**src/rtl/dpes_regs.vh**
```
`ifndef DPES_REGS_VH
`define DPES_REGS_VH
// ==========================================================
// Overview of operation
// - holdover flag, bit 2, sets on entry to holdover and holds until a one is written.
// - loss-of-lock flag, bit 0, sets on each locked-to-unlocked edge, held until written one.
// - counter-limit flag, bit 1, is set while the unlock counter is above the threshold.
// - writing one to the counter-limit flag does nothing while the count is above threshold.
// - counter-limit flag reads one if the count passed the threshold since its last clear.
// - a 4-bit unlock counter in bits 3:0 counts up by one on every deassertion of lock while below its maximum, except in a cycle with an accepted count write.
// - the unlock counter stops at its maximum and never wraps.
// - a software write loads the unlock counter: zero clears it, other values preset it.
// - unlock counter writes are ignored while the loop is clock gated or in soft reset.
// - the integrator readback shows a 29-bit value in bits 28:0, upper bits zero.
// - the phase readback shows a two's complement value in bits 29:0, bits 31:30 zero.
// - one phase step equals the converter oscillator period divided by 496.
// - state-change flag, bit 3, sets on any state transition, held until written one.
// - lock status is one bit, one meaning locked, and its falling edges drive flag and counter.

// ==========================================================
// register offsets
`define DPES_EVENT_OFS      12'h000
`define DPES_UNLOCK_CNT_OFS 12'h004
`define DPES_INTEG_OFS      12'h008
`define DPES_PHASE_OFS      12'h00C

// ==========================================================
// fields
`define DPES_LOL_BIT        0
`define DPES_LIMIT_BIT      1
`define DPES_HOLD_BIT       2
`define DPES_STCH_BIT       3
`define DPES_CNT_W          4
`define DPES_INTEG_W        29
`define DPES_PHASE_W        30
`define DPES_PHASE_DIV      496
`define DPES_HOLDOVER_CODE  3'h2
`define DPES_CNT_MAX        4'hF
`define DPES_RST_VAL        32'h0000_0000
`endif

```
**src/rtl/dpes_sync3.v**
```verilog
`timescale 1ns/1ps
`include "dpes_regs.vh"
// three-stage synchroniser; a change counts once stages two and three agree
module dpes_sync3 #(
	parameter W = 1
) (
	input  wire         pclk,
	input  wire         presetn,
	input  wire [W-1:0] d,
	output reg  [W-1:0] q
);
	reg [W-1:0] s1_r;
	reg [W-1:0] s2_r;
	reg [W-1:0] s3_r;

	always @(posedge pclk or negedge presetn) begin
		if (!presetn) begin
			s1_r <= {W{1'b0}};
			s2_r <= {W{1'b0}};
			s3_r <= {W{1'b0}};
			q    <= {W{1'b0}};
		end else begin
			s1_r <= d;
			s2_r <= s1_r;
			s3_r <= s2_r;
			if (s2_r == s3_r) begin
				q <= s3_r;
			end
		end
	end
endmodule

```
**src/rtl/dpes_apb_slave.v**
```verilog
`timescale 1ns/1ps
`include "dpes_regs.vh"
// zero-wait apb decode; write strobes on the access phase, read strobe on the setup phase
module dpes_apb_slave (
	input  wire        psel,
	input  wire        penable,
	input  wire        pwrite,
	input  wire [11:0] paddr,
	output wire        wr_evt,
	output wire        wr_cnt,
	output wire        rd_go,
	output wire        unmapped
);
	wire acc;

	assign acc      = psel & penable;
	assign wr_evt   = acc & pwrite & (paddr == `DPES_EVENT_OFS);
	assign wr_cnt   = acc & pwrite & (paddr == `DPES_UNLOCK_CNT_OFS);
	assign rd_go    = psel & ~penable & ~pwrite;
	assign unmapped = (paddr != `DPES_EVENT_OFS) && (paddr != `DPES_UNLOCK_CNT_OFS)
		&& (paddr != `DPES_INTEG_OFS) && (paddr != `DPES_PHASE_OFS);
endmodule

```
**src/rtl/dpes_event_regs.v**
```verilog
`timescale 1ns/1ps
`include "dpes_regs.vh"
module dpes_event_regs (
	input  wire        pclk,
	input  wire        presetn,
	input  wire        psel,
	input  wire        penable,
	input  wire        pwrite,
	input  wire [11:0] paddr,
	input  wire [31:0] pwdata,
	output reg  [31:0] prdata,
	output reg         pready,
	output reg         pslverr,
	input  wire        lock_status,
	input  wire [2:0]  loop_state,
	input  wire        loop_clock_gate,
	input  wire        loop_soft_reset,
	input  wire [3:0]  unlock_threshold,
	input  wire [28:0] integrator_value,
	input  wire [29:0] phase_value,
	output reg  [3:0]  event_flags,
	output reg  [3:0]  unlock_count
);
	// ==========================================================
	// synchronised inputs
	wire        lock_s;
	wire [2:0]  state_s;
	wire        gate_s;
	wire        srst_s;
	wire [3:0]  thr_s;

	dpes_sync3 #(.W(1)) u_lock (
		.pclk    (pclk),
		.presetn (presetn),
		.d       (lock_status),
		.q       (lock_s)
	);
	dpes_sync3 #(.W(3)) u_state (
		.pclk    (pclk),
		.presetn (presetn),
		.d       (loop_state),
		.q       (state_s)
	);
	dpes_sync3 #(.W(2)) u_ctl (
		.pclk    (pclk),
		.presetn (presetn),
		.d       ({loop_clock_gate, loop_soft_reset}),
		.q       ({gate_s, srst_s})
	);
	// threshold is quasi-static configuration; a mixed snapshot costs one cycle at most
	dpes_sync3 #(.W(4)) u_thr (
		.pclk    (pclk),
		.presetn (presetn),
		.d       (unlock_threshold),
		.q       (thr_s)
	);

	// ==========================================================
	// bus decode
	wire wr_evt;
	wire wr_cnt;
	wire rd_go;
	wire unmapped;

	dpes_apb_slave u_apb (
		.psel     (psel),
		.penable  (penable),
		.pwrite   (pwrite),
		.paddr    (paddr),
		.wr_evt   (wr_evt),
		.wr_cnt   (wr_cnt),
		.rd_go    (rd_go),
		.unmapped (unmapped)
	);

	// ==========================================================
	// event detection
	reg        lock_d_r;
	reg [2:0]  state_d_r;
	reg        prime_r;
	wire       lol_evt;
	wire       st_evt;
	wire       hold_evt;
	wire       over;
	wire [3:0] w1c;

	// first cycle after reset only loads history, so no false edges
	assign lol_evt  = prime_r & lock_d_r & ~lock_s;
	assign st_evt   = prime_r & (state_s != state_d_r);
	assign hold_evt = st_evt & (state_s == `DPES_HOLDOVER_CODE);
	assign over     = unlock_count > thr_s;
	assign w1c      = wr_evt ? pwdata[3:0] : 4'h0;

	always @(posedge pclk or negedge presetn) begin
		if (!presetn) begin
			lock_d_r  <= 1'b0;
			state_d_r <= 3'h0;
			prime_r   <= 1'b0;
		end else begin
			lock_d_r  <= lock_s;
			state_d_r <= state_s;
			prime_r   <= 1'b1;
		end
	end

	// ==========================================================
	// sticky flags: set wins over clear
	reg [3:0] flags_nxt;

	always @* begin
		flags_nxt = event_flags & ~w1c;
		if (lol_evt) begin
			flags_nxt[`DPES_LOL_BIT] = 1'b1;
		end
		// limit flag holds while condition persists, sticky after
		if (over) begin
			flags_nxt[`DPES_LIMIT_BIT] = 1'b1;
		end
		if (hold_evt) begin
			flags_nxt[`DPES_HOLD_BIT] = 1'b1;
		end
		if (st_evt) begin
			flags_nxt[`DPES_STCH_BIT] = 1'b1;
		end
	end

	// ==========================================================
	// unlock counter
	reg [3:0] cnt_nxt;
	wire      cnt_wr_ok;

	assign cnt_wr_ok = wr_cnt & ~gate_s & ~srst_s;

	always @* begin
		cnt_nxt = unlock_count;
		if (cnt_wr_ok) begin
			cnt_nxt = pwdata[3:0];
		end else if (lol_evt && unlock_count != `DPES_CNT_MAX) begin
			cnt_nxt = unlock_count + 4'h1;
		end
	end

	always @(posedge pclk or negedge presetn) begin
		if (!presetn) begin
			event_flags  <= 4'h0;
			unlock_count <= 4'h0;
		end else begin
			event_flags  <= flags_nxt;
			unlock_count <= cnt_nxt;
		end
	end

	// ==========================================================
	// read path: data registered in setup, ready in access phase
	reg [31:0] rd_nxt;

	always @* begin
		case (paddr)
			`DPES_EVENT_OFS:      rd_nxt = {28'h0, event_flags};
			`DPES_UNLOCK_CNT_OFS: rd_nxt = {28'h0, unlock_count};
			// unit is oscillator period / DPES_PHASE_DIV
			`DPES_INTEG_OFS:      rd_nxt = {3'h0, integrator_value};
			`DPES_PHASE_OFS:      rd_nxt = {2'h0, phase_value};
			default:              rd_nxt = `DPES_RST_VAL;
		endcase
	end

	always @(posedge pclk or negedge presetn) begin
		if (!presetn) begin
			prdata  <= `DPES_RST_VAL;
			pready  <= 1'b0;
			pslverr <= 1'b0;
		end else begin
			pready  <= psel & ~penable;
			pslverr <= psel & ~penable & unmapped;
			if (rd_go) begin
				prdata <= rd_nxt;
			end
		end
	end
endmodule

```
**config.mk**
```make
export PLATFORM = sky130hd
export DESIGN_NAME = dpes_event_regs
export DESIGN_NICKNAME = d
export VERILOG_FILES = /design/src/rtl/dpes_sync3.v /design/src/rtl/dpes_apb_slave.v /design/src/rtl/dpes_event_regs.v
export VERILOG_INCLUDE_DIRS = /design/src /design/src/rtl
export SDC_FILE = /design/constraint.sdc
export NUM_CORES = 1
export LEC_CHECK = 0
export BUFFER_PORTS_ARGS = -buffer_cell sky130_fd_sc_hd__buf_2
export CAP_MARGIN = 20
export CORE_ASPECT_RATIO = 0.9
export CORE_MARGIN = 2
export CORE_UTILIZATION = 35
export CTS_CLUSTER_DIAMETER = 80
export CTS_CLUSTER_SIZE = 30
export DETAILED_ROUTE_END_ITERATION = 8
export MAX_ROUTING_LAYER = met4
export PLACE_DENSITY_LB_ADDON = 0.15
export SLEW_MARGIN = 20
export SYNTH_ARGS = -nofsm -noshare
export SYNTH_HDL_FRONTEND = slang
export SYNTH_SLANG_ARGS = --single-unit
```
**constraint.sdc**
```tcl
create_clock -name pclk -period 1.5 [get_ports pclk]
set_clock_uncertainty 0.1 [all_clocks]
set_input_delay 0.15 -clock pclk [delete_from_list [all_inputs] [get_ports pclk]]
set_output_delay 0.15 -clock pclk [all_outputs]
set_load 0.1 [all_outputs]
```
==> key figures <==
Synth
  • Most frequent cell after synthesis: dfrtp_1
  • Synth async-reset ratio: between 90% and 100%
  • Area share of the largest cell type after synthesis: 60.58%
  • Synth Instances: roughly 260
  • Yosys warns: 0
  • Primary FF master, synth: dfrtp_1
  • Count of flip-flops with a built-in enable after synthesis: 0
  • Synthesized cell area: 3511 um2
  • Yosys reg bits: between 80 and 90
  • Synth cell types: between 40 and 50
  • Synth top area cells: dfrtp_1 61%, a221o_2 7.1%, and2_0 4.5%
  • Post-synth top cells: 85 x dfrtp_1, 25 x and2_0, 22 x a221o_2, 13 x mux2_2, 10 x nor2_1
  • Synth Area per Inst: around 14 um2
  • Sequential share of the synthesized area: about three fifths
  • Leading area contributor after synthesis: dfrtp_1

Critical path
  • Setup CP Type: input pin to register
  • Kind of end point of the critical path: register
  • R2R Setup Slk: -0.14 ns
  • Crit path cell chain: buf_6, or4_4, nor4_4, buf_4, and3b_2, clkbuf_16, a221o_2
  • Critical Path AT: 1.86 ns
  • Worst Path Required: around 1.7 ns
  • Slowest-stage cell, CP: or4_4
  • Worst setup SP type: input pin
  • CP Max Fanout: 6
  • Max incr delay on CP: around 0.57 ns

Power
  • Power per cell area: approximately 1100 nW/um2
  • IR drop worst, VDD: 539.8 uV
  • Leak pwr: between 2 and 3 nW
  • Tot Pwr: approximately 6.5 mW

Min path
  • Hold/Removal Path Class: input pin to register

Placement
  • Placed insts: approximately 530
  • Dpl ws: -0.5484 ns
  • HPWL Detailed: between 5000 and 6000 um
  • Port-buffer cells: approximately 130
  • Final GP Congestion: 0.7845

Floorplanning
  • Initial Utilization: between 30 and 40%
  • Die H: a little under 100 um
  • Die width: around 110 um
  • DIE AREA: 10850 um2
  • Core box area: slightly below 10000 um2
  • FP Rows: 34
  • Num ports: 160

STA
  • Final Cycle Share: 110.8%
  • Worst hold margin: ~0.12 ns
  • Max Transition Viols Final: 0
  • Worst setup margin: -0.1624 ns
  • Setup TNS Final: -3.997 ns
  • Fmax: ~600 MHz
  • Tmin final: around 1.7 ns
  • Setup Viol. Count Final: 32
  • Final hold violation count: 0
  • RSZ-0062 raised after global routing: true

Global route
  • First-pass GRT wire length: 14430 um
  • Total GRT Usage: between 10% and 20%
  • Largest net degree at the start of global routing: 35
  • Initial antenna violation count: 1
  • Vias in the first global route: between 3000 and 4000
  • Total grt overflow: 0

Run
  • Max_cap viols: 0

Routing
  • Drt drc: 0
  • Vias per cell: about 4.8
  • Detailed Route Iter0 Violations: just under 90
  • Vias post-DR: 2992
  • 1st-pass router iterations: 4
  • Drt wl/cell: between 15 and 20 um
  • Final ANT Viol Nets: 0
  • Final wirelength: approximately 9700 um

Clock tree
  • CTS root buf: clkbuf_8
  • CTS tree: built
  • H-tree depth: 3
  • Clock Tree Buf Depth: 2
  • Worst-path clk slew: around 0.09 ns
  • Worst skew pair latency: 0.35 ns
  • TritonCTS buffer count: 9
  • CTS sink cnt: 85

Final layout
  • Layout cells sized above 1: about half
  • Layout area overhead: 62.19%
  • Finished Layout Cells: about 620
  • Layout Nets: a little over 600

Run status
  • Status: finished with violations
  • Violated checks: setup timing
==> area by class of cell <==
type | instances | area (um2)
Antenna cell | 1 | 2.502
Multi-Input combinational cell | 156 | 1386
Clock buffer | 9 | 123.9
Timing Repair Buffer | 235 | 1792
Sequential cell | 85 | 2145
Tap cell | 126 | 157.7
Fill cell | 806 | 4005
Clock inverter | 7 | 68.82
Inverter | 5 | 18.77
==> registers in the layout (all words and copies together), names as in the netlist, 2 cells and up <==
signal / cells
u_state.q: 3
event_flags: 4
u_thr.s3_r: 4
u_ctl.s1_r: 2
u_ctl.q: 2
u_state.s1_r: 3
u_thr.s2_r: 4
u_ctl.s2_r: 2
u_state.s2_r: 3
state_d_r: 3
prdata: 30
u_thr.q: 4
u_state.s3_r: 3
unlock_count: 4
u_thr.s1_r: 4
u_ctl.s3_r: 2
==> routing by layer <==
| layer | wire length [um] | global-route usage [%] |
|---|---|---|
| met2 | 4866 | 30.34 |
| met5 | 0 | - |
| met1 | 4159 | 20.98 |
| met4 | 186 | 4.479 |
| met3 | 505 | 4.365 |
==> cells in the final DEF (no fill, tap or decap), drive strengths merged, types with 2 or more instances in the layout <==
| master | Yosys | layout |
|---|---|---|
| or4 | 2 | 2 |
| nand2b | 4 | 4 |
| nand3 | 2 | 2 |
| a21oi | 5 | 5 |
| ha | 5 | 5 |
| o22ai | 4 | 4 |
| nand2 | 5 | 5 |
| nor4 | 3 | 3 |
| nor2 | 10 | 10 |
| xor2 | 5 | 5 |
| mux2 | 13 | 13 |
| mux2i | 8 | 8 |
| xnor2 | 8 | 8 |
| and2 | 25 | 25 |
| buf | 9 | 164 |
| dlygate4sd3 | 0 | 67 |
| nor2b | 2 | 2 |
| dfrtp | 85 | 85 |
| nand4 | 2 | 2 |
| a22o | 5 | 5 |
| a221o | 25 | 25 |
| a31o | 2 | 2 |
| clkbuf | 3 | 13 |
| inv | 5 | 12 |
| o31a | 3 | 3 |
| conb | 2 | 3 |
==> critical path: cells and delay by family <==
family	cells	cell delay, ns
AND/OR/NAND/NOR	3	1.11
AO/OA/AOI/OAI	1	0.14
buffers and inverters	3	0.46
==> power breakdown <==
group | total (mW) | switching [mW] | leakage, nW | internal (mW)
Combinational | 2.19 | 1.12 | 1.63 | 1.07
Sequential | 2.71 | 0.176 | 1.06 | 2.53
Clock | 1.60 | 0.937 | 0.101 | 0.661
==> metrics by stage <==
stage / utilization [%] / area [um2]
after floorplan: - / 3582
after global placement: 47.24 / 4582
after detailed placement: 47.24 / 4582
after CTS: 57.12 / 5540
after global routing: 58.71 / 5694
final: 58.71 / 5694
==> cells by family (layout without fill, tap and decap cells) <==
group | Yosys count | count (layout) | share of synthesized area (%)
flip-flops | 85 | 85 | 60.58
AND/OR/NAND/NOR | 63 | 63 | 11.01
AO/OA/AOI/OAI | 50 | 50 | 13.19
multiplexers | 21 | 21 | 6.451
buffers and inverters | 17 | 256 | 3.243
XOR/XNOR | 13 | 13 | 3.243
adder cells (fa/ha/maj) | 6 | 6 | 2.067
other | 2 | 4 | 0.2139
==> path summary, 6_finish.rpt <==
path / startpoint / to / cells past startpoint
worst max-delay path: paddr[6] / prdata[24] / 7
worst min register to register: u_lock.s1_r / u_lock.s2_r / 0
max in group asynchronous: presetn / u_thr.s3_r[1] / 3
worst max register to register: u_lock.q / unlock_count[1] / 4
min in group asynchronous: presetn / prdata[20] / 2
worst min-delay path: psel / pready / 3
==> what timing repair did <==
item / 4_1_cts / 5_1_grt
hold buffers: 67 / 0
pin swaps: 6 / 15
hold endpoints to repair: 75 / 0
gates resized for setup: 14 / 11
buffers inserted: 5 / 1
gates cloned: 0 / 5
endpoints found under the setup margin: 34 / 36
No activity file was read; power rests on OpenSTA's default activity.
